[config.mk]
export PLATFORM = sky130hd
export DESIGN_NAME = exp_nco_tuner
export DESIGN_NICKNAME = d
export VERILOG_FILES = /design/src/exp_nco_pkg.sv /design/src/dither_lfsr.sv /design/src/sincos_lut.sv /design/src/exp_nco_tuner.sv
export SDC_FILE = /design/constraint.sdc
export NUM_CORES = 2
export LEC_CHECK = 0
export BUFFER_PORTS_ARGS = -buffer_cell sky130_fd_sc_hd__buf_2
export CORE_MARGIN = 2
export CORE_UTILIZATION = 60
export CTS_BUF_LIST = sky130_fd_sc_hd__clkbuf_4 sky130_fd_sc_hd__clkbuf_8 sky130_fd_sc_hd__clkbuf_16
export DETAILED_ROUTE_END_ITERATION = 10
export PLACE_DENSITY = 0.77
export SYNTH_ARGS = -nofsm -noshare
export SYNTH_HDL_FRONTEND = slang
export SYNTH_HIERARCHICAL = 1
export SYNTH_SLANG_ARGS = --single-unit
[constraint.sdc]
create_clock -name REF_CLK_I -period 12.6 [get_ports REF_CLK_I]
set_clock_uncertainty 0.2 [all_clocks]
set_input_delay 2.52 -clock REF_CLK_I [delete_from_list [all_inputs] [get_ports REF_CLK_I]]
set_output_delay 2.52 -clock REF_CLK_I [all_outputs]
set_load 0.02 [all_outputs]
[src/exp_nco_pkg.sv]
package exp_nco_pkg;

  localparam int MANT_W  = 14;
  localparam int EXP_W   = 3;
  localparam int SCALE_W = 5;
  localparam int REG_W   = 16;
  localparam int ADDR_W  = 8;
  localparam int OUT_W   = 16;
  localparam int ACC_W   = 32;
  localparam int LUT_AW  = 4;

  // Register offsets
  localparam logic [7:0] UPDATE_CONTROL_OFS  = 8'h83;
  localparam logic [7:0] HOLDOFF_COUNT_OFS   = 8'h84;
  localparam logic [7:0] TUNING_LOW_OFS      = 8'h85;
  localparam logic [7:0] TUNING_HIGH_OFS     = 8'h86;
  localparam logic [7:0] PHASE_OFFSET_OFS    = 8'h87;
  localparam logic [7:0] OSC_CONTROL_OFS     = 8'h88;
  localparam logic [7:0] TUNER_STATUS_OFS    = 8'h89;
  localparam logic [7:0] HOLDOFF_REMAIN_OFS  = 8'h8a;
  localparam logic [7:0] ACTIVE_LOW_OFS      = 8'h8b;
  localparam logic [7:0] ACTIVE_HIGH_OFS     = 8'h8c;
  localparam logic [7:0] EXPONENT_CTRL_OFS   = 8'h91;
  localparam logic [7:0] GAIN_SCALE_PAIR_OFS = 8'h92;

  // Field positions
  localparam int CTRL_BYPASS_BIT    = 0;
  localparam int CTRL_PH_DITHER_BIT = 1;
  localparam int CTRL_AM_DITHER_BIT = 2;
  localparam int CTRL_CLR_HOP_BIT   = 3;
  localparam int UPD_START_BIT      = 0;
  localparam int UPD_SYNC_BIT       = 1;
  localparam int EXPC_INVERT_BIT    = 0;
  localparam int EXPC_OFFSET_LSB    = 1;
  localparam int ATTEN_SCALE_LSB    = 0;
  localparam int UNATTEN_SCALE_LSB  = 5;

  // Values after reset
  localparam logic [15:0] HOLDOFF_RST   = 16'h0000;
  localparam logic [15:0] TUNING_RST    = 16'h0000;
  localparam logic [15:0] PHASE_OFS_RST = 16'h0000;
  localparam logic [3:0]  OSC_CTRL_RST  = 4'h0;
  localparam logic [9:0]  SCALE_RST     = 10'h000;
  localparam logic [3:0]  EXPC_RST      = 4'h0;
  localparam logic [15:0] LFSR_SEED     = 16'hace1;
  localparam logic [15:0] LFSR_TAPS     = 16'hb400;

  // Exponent inversion base: shift = 7 - exponent
  localparam logic [2:0] EXP_INV_BASE = 3'h7;

  // Quarter-wave sine, centred on half steps
  localparam logic [15:0] SINE_QTR [16] = '{
    16'h0648, 16'h12c8, 16'h1f1a, 16'h2b1f,
    16'h36ba, 16'h41ce, 16'h4c3f, 16'h55f5,
    16'h5ed7, 16'h66cf, 16'h6dc9, 16'h73b5,
    16'h7883, 16'h7c29, 16'h7e9c, 16'h7fd8};

  localparam logic [15:0] QUARTER_TURN = 16'h4000;

endpackage

[src/dither_lfsr.sv]
`timescale 1ns/1ps
`default_nettype none
module dither_lfsr
  import exp_nco_pkg::*;
#(
  parameter int W = 16
) (
  // Clock and reset
  input  wire logic         clk_i,
  input  wire logic         rstn_i,
  // Random word
  output logic     [W-1:0]  rnd_o
);

  typedef struct packed {
    logic [W-1:0] sr;
  } lfsr_state_t;

  lfsr_state_t st_r;
  lfsr_state_t st_nxt;

  // Galois form: free running so dither never repeats with the sample rate
  always_comb begin
    st_nxt = st_r;
    if (st_r.sr[0]) begin
      st_nxt.sr = (st_r.sr >> 1) ^ W'(LFSR_TAPS);
    end else begin
      st_nxt.sr = st_r.sr >> 1;
    end
  end

  always_ff @(posedge clk_i) begin
    if (!rstn_i) begin
      st_r.sr <= W'(LFSR_SEED);
    end else begin
      st_r <= st_nxt;
    end
  end

  assign rnd_o = st_r.sr;

endmodule
`default_nettype wire

[src/sincos_lut.sv]
`timescale 1ns/1ps
`default_nettype none
module sincos_lut
  import exp_nco_pkg::*;
(
  // Phase in
  input  wire logic        [15:0] phase_i,
  input  wire logic               am_dither_i,
  input  wire logic        [1:0]  dith_i,
  // Cartesian out
  output logic signed      [15:0] cos_o,
  output logic signed      [15:0] sin_o
);

  function automatic logic signed [15:0] sine_of(
    input logic [15:0] ph,
    input logic        dbit
  );
    logic [3:0]  idx;
    logic [15:0] mag;
    idx = ph[14] ? ~ph[13:10] : ph[13:10];
    mag = SINE_QTR[idx] + {15'h0000, dbit};
    sine_of = ph[15] ? -$signed(mag) : $signed(mag);
  endfunction

  // Amplitude dither nudges the table magnitude by one LSB
  always_comb begin
    sin_o = sine_of(phase_i, am_dither_i & dith_i[0]);
    cos_o = sine_of(phase_i + QUARTER_TURN, am_dither_i & dith_i[1]);
  end

endmodule
`default_nettype wire

[src/exp_nco_tuner.sv]
// How it works
// - Inverted exponent: right shift is (7 - exp + scale) mod 8.
// - Non-inverted: shift right grows with exponent, exp 5 shifts five.
// - Inverted: shift shrinks as exponent rises.
// - Inverted, no offset: exp 5 shifts two, exp 0 shifts seven.
// - Exponent offset joins the mod-8 sum; offset 6 makes inverted exp 5 unshifted.
// - Exponent offset is freely programmable, any of eight values.
// - Two 5-bit scales; level indicator selects attenuated or unattenuated.
// - Complex oscillator, 32-bit accumulator, two multipliers.
// - 32-bit tuning word split over low and high registers.
// - Tuning writes go to shadow; moved by soft sync or hold-off update.
// - 16-bit hold-off counter counts master clocks.
// - 16-bit phase offset added to accumulator phase.
// - Control bit 0 bypasses the oscillator.
// - Bypass puts port A on in-phase and port B on quadrature.
// - Control bit 1 enables phase dither.
// - Control bit 2 enables amplitude dither, independent of phase dither.
// - Control bit 3 clears accumulator on each hop; offset still applies.
// - Bit 3 clear: hop continues from last phase.
// - Oscillator settings belong to this channel instance alone.
//
// Strobed register access is this design's own decision.
`timescale 1ns/1ps
`default_nettype none
module exp_nco_tuner
  import exp_nco_pkg::*;
(
  // Clock and reset
  input  wire logic                         REF_CLK_I,
  input  wire logic                         RSTN_I,
  // Register port
  input  wire logic [exp_nco_pkg::ADDR_W-1:0] REG_ADDR_I,
  input  wire logic [exp_nco_pkg::REG_W-1:0]  REG_WDATA_I,
  input  wire logic                         REG_WR_I,
  input  wire logic                         REG_RD_I,
  output logic      [exp_nco_pkg::REG_W-1:0]  REG_RDATA_O,
  // Converter port A
  input  wire logic [exp_nco_pkg::MANT_W-1:0] ADC_A_MANT_I,
  input  wire logic [exp_nco_pkg::EXP_W-1:0]  ADC_A_EXP_I,
  // Converter port B
  input  wire logic [exp_nco_pkg::MANT_W-1:0] ADC_B_MANT_I,
  input  wire logic [exp_nco_pkg::EXP_W-1:0]  ADC_B_EXP_I,
  // Sample control
  input  wire logic                         SAMPLE_VALID_I,
  input  wire logic                         LEVEL_INDICATOR_I,
  input  wire logic                         SOFT_SYNC_I,
  // Tuned output
  output logic      [exp_nco_pkg::OUT_W-1:0]  I_DATA_O,
  output logic      [exp_nco_pkg::OUT_W-1:0]  Q_DATA_O,
  output logic                              DATA_VALID_O,
  output logic                              HOLDOFF_BUSY_O
);

  import exp_nco_pkg::*;

  typedef struct packed {
    logic [REG_W-1:0]        holdoff_count;
    logic [REG_W-1:0]        tuning_word_low;
    logic [REG_W-1:0]        tuning_word_high;
    logic [REG_W-1:0]        phase_offset;
    logic [3:0]              oscillator_control;
    logic [9:0]              gain_scale_pair;
    logic [3:0]              exponent_control;
    logic [ACC_W-1:0]        active_word;
    logic [ACC_W-1:0]        acc;
    logic [REG_W-1:0]        hold_cnt;
    logic                    hold_busy;
    logic [REG_W-1:0]        rdata;
    logic signed [MANT_W-1:0] samp_a;
    logic signed [MANT_W-1:0] samp_b;
    logic [15:0]             phase;
    logic                    byp1;
    logic                    v1;
    logic [OUT_W-1:0]        i_out;
    logic [OUT_W-1:0]        q_out;
    logic                    v_out;
  } tuner_state_t;

  tuner_state_t st_r;
  tuner_state_t st_nxt;

  logic [15:0]            rnd;
  logic signed [15:0]     cos_w;
  logic signed [15:0]     sin_w;
  logic                   bypass;
  logic                   ph_dither;
  logic                   am_dither;
  logic                   clr_on_hop;
  logic                   exp_inv;
  logic [2:0]             exp_ofs;
  logic [SCALE_W-1:0]     scale_sel;

  // Shift amount for one port; inversion flips exponent weight
  function automatic logic [2:0] shift_of(
    input logic [EXP_W-1:0]   e,
    input logic               inv,
    input logic [2:0]         ofs,
    input logic [SCALE_W-1:0] sc
  );
    logic [2:0] base;
    base = inv ? (EXP_INV_BASE - e) : e;
    shift_of = base + sc[2:0] + ofs;
  endfunction

  // Arithmetic right shift keeps the sign of the mantissa
  function automatic logic signed [MANT_W-1:0] scale_of(
    input logic [MANT_W-1:0] m,
    input logic [2:0]        sh
  );
    scale_of = $signed(m) >>> sh;
  endfunction

  // Product of sample and oscillator, cut to output width
  function automatic logic [OUT_W-1:0] mix_of(
    input logic signed [MANT_W-1:0] s,
    input logic signed [15:0]       c
  );
    logic signed [MANT_W+15:0] p;
    p = s * c;
    mix_of = p[MANT_W+14:MANT_W-1];
  endfunction

  // Bypassed sample aligned to the product's scale
  function automatic logic [OUT_W-1:0] align_of(
    input logic signed [MANT_W-1:0] s
  );
    align_of = {s, 2'b00};
  endfunction

  dither_lfsr #(
    .W (16)
  ) u_dither (
    .clk_i  (REF_CLK_I),
    .rstn_i (RSTN_I),
    .rnd_o  (rnd)
  );

  sincos_lut u_lut (
    .phase_i     (st_r.phase),
    .am_dither_i (am_dither),
    .dith_i      (rnd[15:14]),
    .cos_o       (cos_w),
    .sin_o       (sin_w)
  );

  // Each instance keeps its own copy of every setting
  assign bypass     = st_r.oscillator_control[CTRL_BYPASS_BIT];
  assign ph_dither  = st_r.oscillator_control[CTRL_PH_DITHER_BIT];
  assign am_dither  = st_r.oscillator_control[CTRL_AM_DITHER_BIT];
  assign clr_on_hop = st_r.oscillator_control[CTRL_CLR_HOP_BIT];
  assign exp_inv    = st_r.exponent_control[EXPC_INVERT_BIT];
  assign exp_ofs    = st_r.exponent_control[EXPC_OFFSET_LSB +: 3];

  // Level indicator picks which of the two scales feeds the sum
  assign scale_sel = LEVEL_INDICATOR_I ?
                     st_r.gain_scale_pair[ATTEN_SCALE_LSB +: SCALE_W] :
                     st_r.gain_scale_pair[UNATTEN_SCALE_LSB +: SCALE_W];

  always_comb begin
    logic [ACC_W-1:0] acc_base;
    logic [ACC_W-1:0] acc_dith;
    logic             hop;
    logic             load_now;
    logic             start;
    acc_base = st_r.acc;
    acc_dith = 32'h0000_0000;
    hop      = 1'b0;
    load_now = 1'b0;
    start    = 1'b0;
    st_nxt   = st_r;

    // Register writes; tuning words land in the shadow pair
    if (REG_WR_I) begin
      unique case (REG_ADDR_I)
        HOLDOFF_COUNT_OFS: begin
          st_nxt.holdoff_count = REG_WDATA_I;
        end
        TUNING_LOW_OFS: begin
          st_nxt.tuning_word_low = REG_WDATA_I;
        end
        TUNING_HIGH_OFS: begin
          st_nxt.tuning_word_high = REG_WDATA_I;
        end
        PHASE_OFFSET_OFS: begin
          st_nxt.phase_offset = REG_WDATA_I;
        end
        OSC_CONTROL_OFS: begin
          st_nxt.oscillator_control = REG_WDATA_I[3:0];
        end
        EXPONENT_CTRL_OFS: begin
          st_nxt.exponent_control = REG_WDATA_I[3:0];
        end
        GAIN_SCALE_PAIR_OFS: begin
          st_nxt.gain_scale_pair = REG_WDATA_I[9:0];
        end
        UPDATE_CONTROL_OFS: begin
          if (REG_WDATA_I[UPD_START_BIT]) begin
            st_nxt.hold_cnt  = st_r.holdoff_count;
            st_nxt.hold_busy = 1'b1;
            start            = 1'b1;
          end
          load_now = REG_WDATA_I[UPD_SYNC_BIT];
        end
        default: begin
        end
      endcase
    end

    // Hold-off counts master clocks, hop on expiry
    // A restart wins over the running count, so no stale hop follows
    if (st_r.hold_busy && !start) begin
      if (st_r.hold_cnt == 16'h0000) begin
        st_nxt.hold_busy = 1'b0;
        hop = 1'b1;
      end else begin
        st_nxt.hold_cnt = st_r.hold_cnt - 16'h0001;
      end
    end

    // Soft sync loads the shadow word directly
    if (SOFT_SYNC_I || load_now) begin
      hop = 1'b1;
      st_nxt.hold_busy = 1'b0;
    end

    if (hop) begin
      st_nxt.active_word = {st_r.tuning_word_high,
                            st_r.tuning_word_low};
      if (clr_on_hop) begin
        acc_base = 32'h0000_0000;
      end else begin
        acc_base = st_r.acc;
      end
    end

    // Accumulator advances once per accepted sample
    if (SAMPLE_VALID_I) begin
      st_nxt.acc = acc_base + st_r.active_word;
    end else begin
      st_nxt.acc = acc_base;
    end

    // Phase dither fills the truncated bits with noise
    if (ph_dither) begin
      acc_dith = {16'h0000, rnd};
    end

    // Stage one: scale both ports and form the phase
    // Phase uses the pre-increment value, so a cleared hop starts at offset
    st_nxt.v1 = SAMPLE_VALID_I;
    if (SAMPLE_VALID_I) begin
      st_nxt.samp_a = scale_of(ADC_A_MANT_I,
        shift_of(ADC_A_EXP_I, exp_inv, exp_ofs, scale_sel));
      st_nxt.samp_b = scale_of(ADC_B_MANT_I,
        shift_of(ADC_B_EXP_I, exp_inv, exp_ofs, scale_sel));
      st_nxt.phase = 16'((acc_base + acc_dith) >> 16)
                   + st_r.phase_offset;
      st_nxt.byp1 = bypass;
    end

    // Stage two: mix, or pass A as I and B as Q
    // Only port A is mixed; port B reaches the output in bypass alone
    st_nxt.v_out = st_r.v1;
    if (st_r.v1) begin
      if (st_r.byp1) begin
        st_nxt.i_out = align_of(st_r.samp_a);
        st_nxt.q_out = align_of(st_r.samp_b);
      end else begin
        st_nxt.i_out = mix_of(st_r.samp_a, cos_w);
        st_nxt.q_out = mix_of(st_r.samp_a, sin_w);
      end
    end

    // Read data stands only in the cycle after the strobe
    st_nxt.rdata = 16'h0000;
    if (REG_RD_I) begin
      unique case (REG_ADDR_I)
        HOLDOFF_COUNT_OFS: begin
          st_nxt.rdata = st_r.holdoff_count;
        end
        TUNING_LOW_OFS: begin
          st_nxt.rdata = st_r.tuning_word_low;
        end
        TUNING_HIGH_OFS: begin
          st_nxt.rdata = st_r.tuning_word_high;
        end
        PHASE_OFFSET_OFS: begin
          st_nxt.rdata = st_r.phase_offset;
        end
        OSC_CONTROL_OFS: begin
          st_nxt.rdata = {12'h000, st_r.oscillator_control};
        end
        TUNER_STATUS_OFS: begin
          st_nxt.rdata = {15'h0000, st_r.hold_busy};
        end
        HOLDOFF_REMAIN_OFS: begin
          st_nxt.rdata = st_r.hold_cnt;
        end
        ACTIVE_LOW_OFS: begin
          st_nxt.rdata = st_r.active_word[15:0];
        end
        ACTIVE_HIGH_OFS: begin
          st_nxt.rdata = st_r.active_word[31:16];
        end
        EXPONENT_CTRL_OFS: begin
          st_nxt.rdata = {12'h000, st_r.exponent_control};
        end
        GAIN_SCALE_PAIR_OFS: begin
          st_nxt.rdata = {6'h00, st_r.gain_scale_pair};
        end
        // Unmapped and write-only addresses read as zero
        default: begin
          st_nxt.rdata = 16'h0000;
        end
      endcase
    end
  end

  // Datapath state clears too, so outputs start at zero after reset
  always_ff @(posedge REF_CLK_I) begin
    if (!RSTN_I) begin
      st_r                    <= '0;
      st_r.holdoff_count      <= HOLDOFF_RST;
      st_r.tuning_word_low    <= TUNING_RST;
      st_r.tuning_word_high   <= TUNING_RST;
      st_r.phase_offset       <= PHASE_OFS_RST;
      st_r.oscillator_control <= OSC_CTRL_RST;
      st_r.gain_scale_pair    <= SCALE_RST;
      st_r.exponent_control   <= EXPC_RST;
    end else begin
      st_r <= st_nxt;
    end
  end

  assign REG_RDATA_O    = st_r.rdata;
  assign I_DATA_O       = st_r.i_out;
  assign Q_DATA_O       = st_r.q_out;
  assign DATA_VALID_O   = st_r.v_out;
  assign HOLDOFF_BUSY_O = st_r.hold_busy;

endmodule
`default_nettype wire

==> flow_metrics.env <==
export IMPL_dpl_cell_count=4601
export IMPL_rr_startpoint="st_r[49]$_SDFFE_PN0P_"
export IMPL_setup_viol=0
export IMPL_drv_cap=0
export IMPL_firstDrtPassIters=8
export IMPL_final_common_cell="inv_1"
export IMPL_clock_root_buffer="clkbuf_16"
export IMPL_r2r_end="Q_DATA_O[9]$_SDFFE_PN0P_"
export IMPL_syn_nets=4677
export IMPL_final_hold_viol_count=0
export IMPL_ioPinCount=115
export IMPL_slowest_delay_ns=0.92
export IMPL_synth_cells=3965
export IMPL_slew_headroom_pct=16.50
export IMPL_crit_path_end_kind="register"
export IMPL_drt_iter0_markers=2168
export IMPL_final_setup_tns_ns=0
export IMPL_gp_congestion=0.9200
export IMPL_antenna_found_initial=2
export IMPL_ir_drop_mv=0.2038
export IMPL_layout_drive_gt1_share_pct=8.124
export IMPL_max_freq_mhz=89.12
export IMPL_yosys_warnings=6
export IMPL_tightest_slew_ns=1.244
export IMPL_layout_common_cells="inv_1 (552), nand2_1 (502), fa_1 (432)"
export IMPL_fill_cells=4728
export IMPL_reg2reg_slack_ns=1.38
export IMPL_wl_per_cell_um=18.99
export IMPL_initial_core_util_pct=60.88
export IMPL_synth_area_um2=33670
export IMPL_clk_latency_ns=0.58
export IMPL_routed_wl_um=88340
export IMPL_period_share_pct=89.06
export IMPL_cellPowerDensity_nw_per_um2=128.0
export IMPL_avgSynthCellArea_um2=8.492
export IMPL_slew_violations=0
export IMPL_fp_dieW_um=240.9
export IMPL_die_y_um=240.9
export IMPL_fp_row_count=86
export IMPL_nets=4594
export IMPL_coreArea_um2=55310
export IMPL_grt_pass1_wl_um=142500
export IMPL_outcome="finished, final reports clean"
export IMPL_hpwl_um=66840
export IMPL_crit_fanout=40
export IMPL_grt_util_all_layers_pct=31.07
export IMPL_clk_pin_slew_ns=0.06
export IMPL_num_vias=27290
export IMPL_io_buffers=114
export IMPL_min_to="u_dither/rnd_o[0]$_SDFF_PN1_"
export IMPL_fin_cells=4651
export IMPL_area_growth_pct=4.571
export IMPL_post_cts_resized=0
export IMPL_cts_sinks=264
export IMPL_hold_depth=1
export IMPL_ant_nets=0
export IMPL_cts_setup_buffers=0
export IMPL_h_tree_depth=1
export IMPL_ctsHoldBuffers=0
export IMPL_clockBufferDepth=3
export IMPL_grt_pass1_vias=27514
export IMPL_cp_slowest_cell="xnor2_1"
export IMPL_min_from="u_dither/rnd_o[1]$_SDFF_PN0_"
export IMPL_hp_class="register to register"
export IMPL_cp_arrival_ns=11.45
export IMPL_crit_required_ns=12.83
export IMPL_grt_start_max_net_pins=88
export IMPL_p_leak_nw=16.32
export IMPL_worstSetupStartpointType="register"
export IMPL_multi_input_area_um2=24880
export IMPL_drc=0
export IMPL_rsz0062_at_grt="false"
export IMPL_fin_crit_ns=11.22
export IMPL_viasPerCell=5.868
export IMPL_die_area_um2=58030
export IMPL_criticalPathCategory="register to register"
export IMPL_cts_tree="yes"
export IMPL_overflow=0
export IMPL_numCtsBuffers=27
export IMPL_layout_area_seq_um2=5289
export IMPL_r2r_cells=35
final cells by class:
class,instances,share of cell area (%)
Antenna cell,1,0.007107
Clock buffer,37,2.221
Clock inverter,12,0.4620
Inverter,557,5.952
Multi-Input combinational cell,2853,70.66
Sequential cell,264,15.02
Tap cell,748,2.658
Timing Repair Buffer,179,3.014
per-stage QoR:
step	utilization, %	hold WS (ns)	total power [mW]	cell area, um^2	setup WS, ns
global placement	61.95	0.2132	3.551	34260	1.873
global route	63.65	0.2505	4.924	35210	0.3580
CTS	63.65	0.2277	4.510	35210	1.563
floorplan	-	0.2122	2.853	33670	3.228
detailed placement	61.95	0.2140	3.623	34260	1.603
finish	63.66	0.2258	4.506	35210	1.379
critical path: cells and delay by family (launching register included):
family          cells  cell delay (ns)
fa+ha+maj          10             3.80
compound gates     11             3.04
xor+xnor            3             1.46
flops               1             0.90
simple gates        4             0.90
buf+inv             6             0.65
mux                 1             0.11
worst max-delay path by stage:
| stage | from | depth (start not counted) | endpoint | slack, ns |
|---|---|---|---|---|
| final | st_r[49]$_SDFFE_PN0P_ | 35 | Q_DATA_O[9]$_SDFFE_PN0P_ | 1.38 |
| after global routing | st_r[49]$_SDFFE_PN0P_ | 35 | Q_DATA_O[9]$_SDFFE_PN0P_ | 0.36 |
| after CTS | st_r[49]$_SDFFE_PN0P_ | 35 | Q_DATA_O[12]$_SDFFE_PN0P_ | 1.56 |
| after detailed placement | st_r[49]$_SDFFE_PN0P_ | 35 | Q_DATA_O[12]$_SDFFE_PN0P_ | 1.60 |
| after global placement | st_r[49]$_SDFFE_PN0P_ | 35 | Q_DATA_O[12]$_SDFFE_PN0P_ | 1.87 |
| after floorplan | st_r[49]$_SDFFE_PN0P_ | 37 | I_DATA_O[15]$_SDFFE_PN0P_ | 3.23 |
routing by layer:
metal	vias up	routed length (um)	global-route usage, %	part of all wire [%]
li1	12630	-	-	-
met5	-	0	0	0
met2	1028	41470	50.93	47
met3	192	7358	5.730	8.3
met4	0	2871	11.00	3.3
met1	13440	36630	41.38	41
flip-flops by register name (all words and copies together) (netlist names), 3 cells and up:
signal / flops
Q_DATA_O: 16
I_DATA_O: 16
exp_ofs: 3
REG_RDATA_O: 16
st_r: 189
u_dither/rnd_o: 16
power by group:
part           total, mW  internal, mW  switching, mW
clock              0.869         0.499          0.369
combinational       2.73          1.04           1.69
sequential         0.904         0.874         0.0305
(Power assumes the default switching activity.)
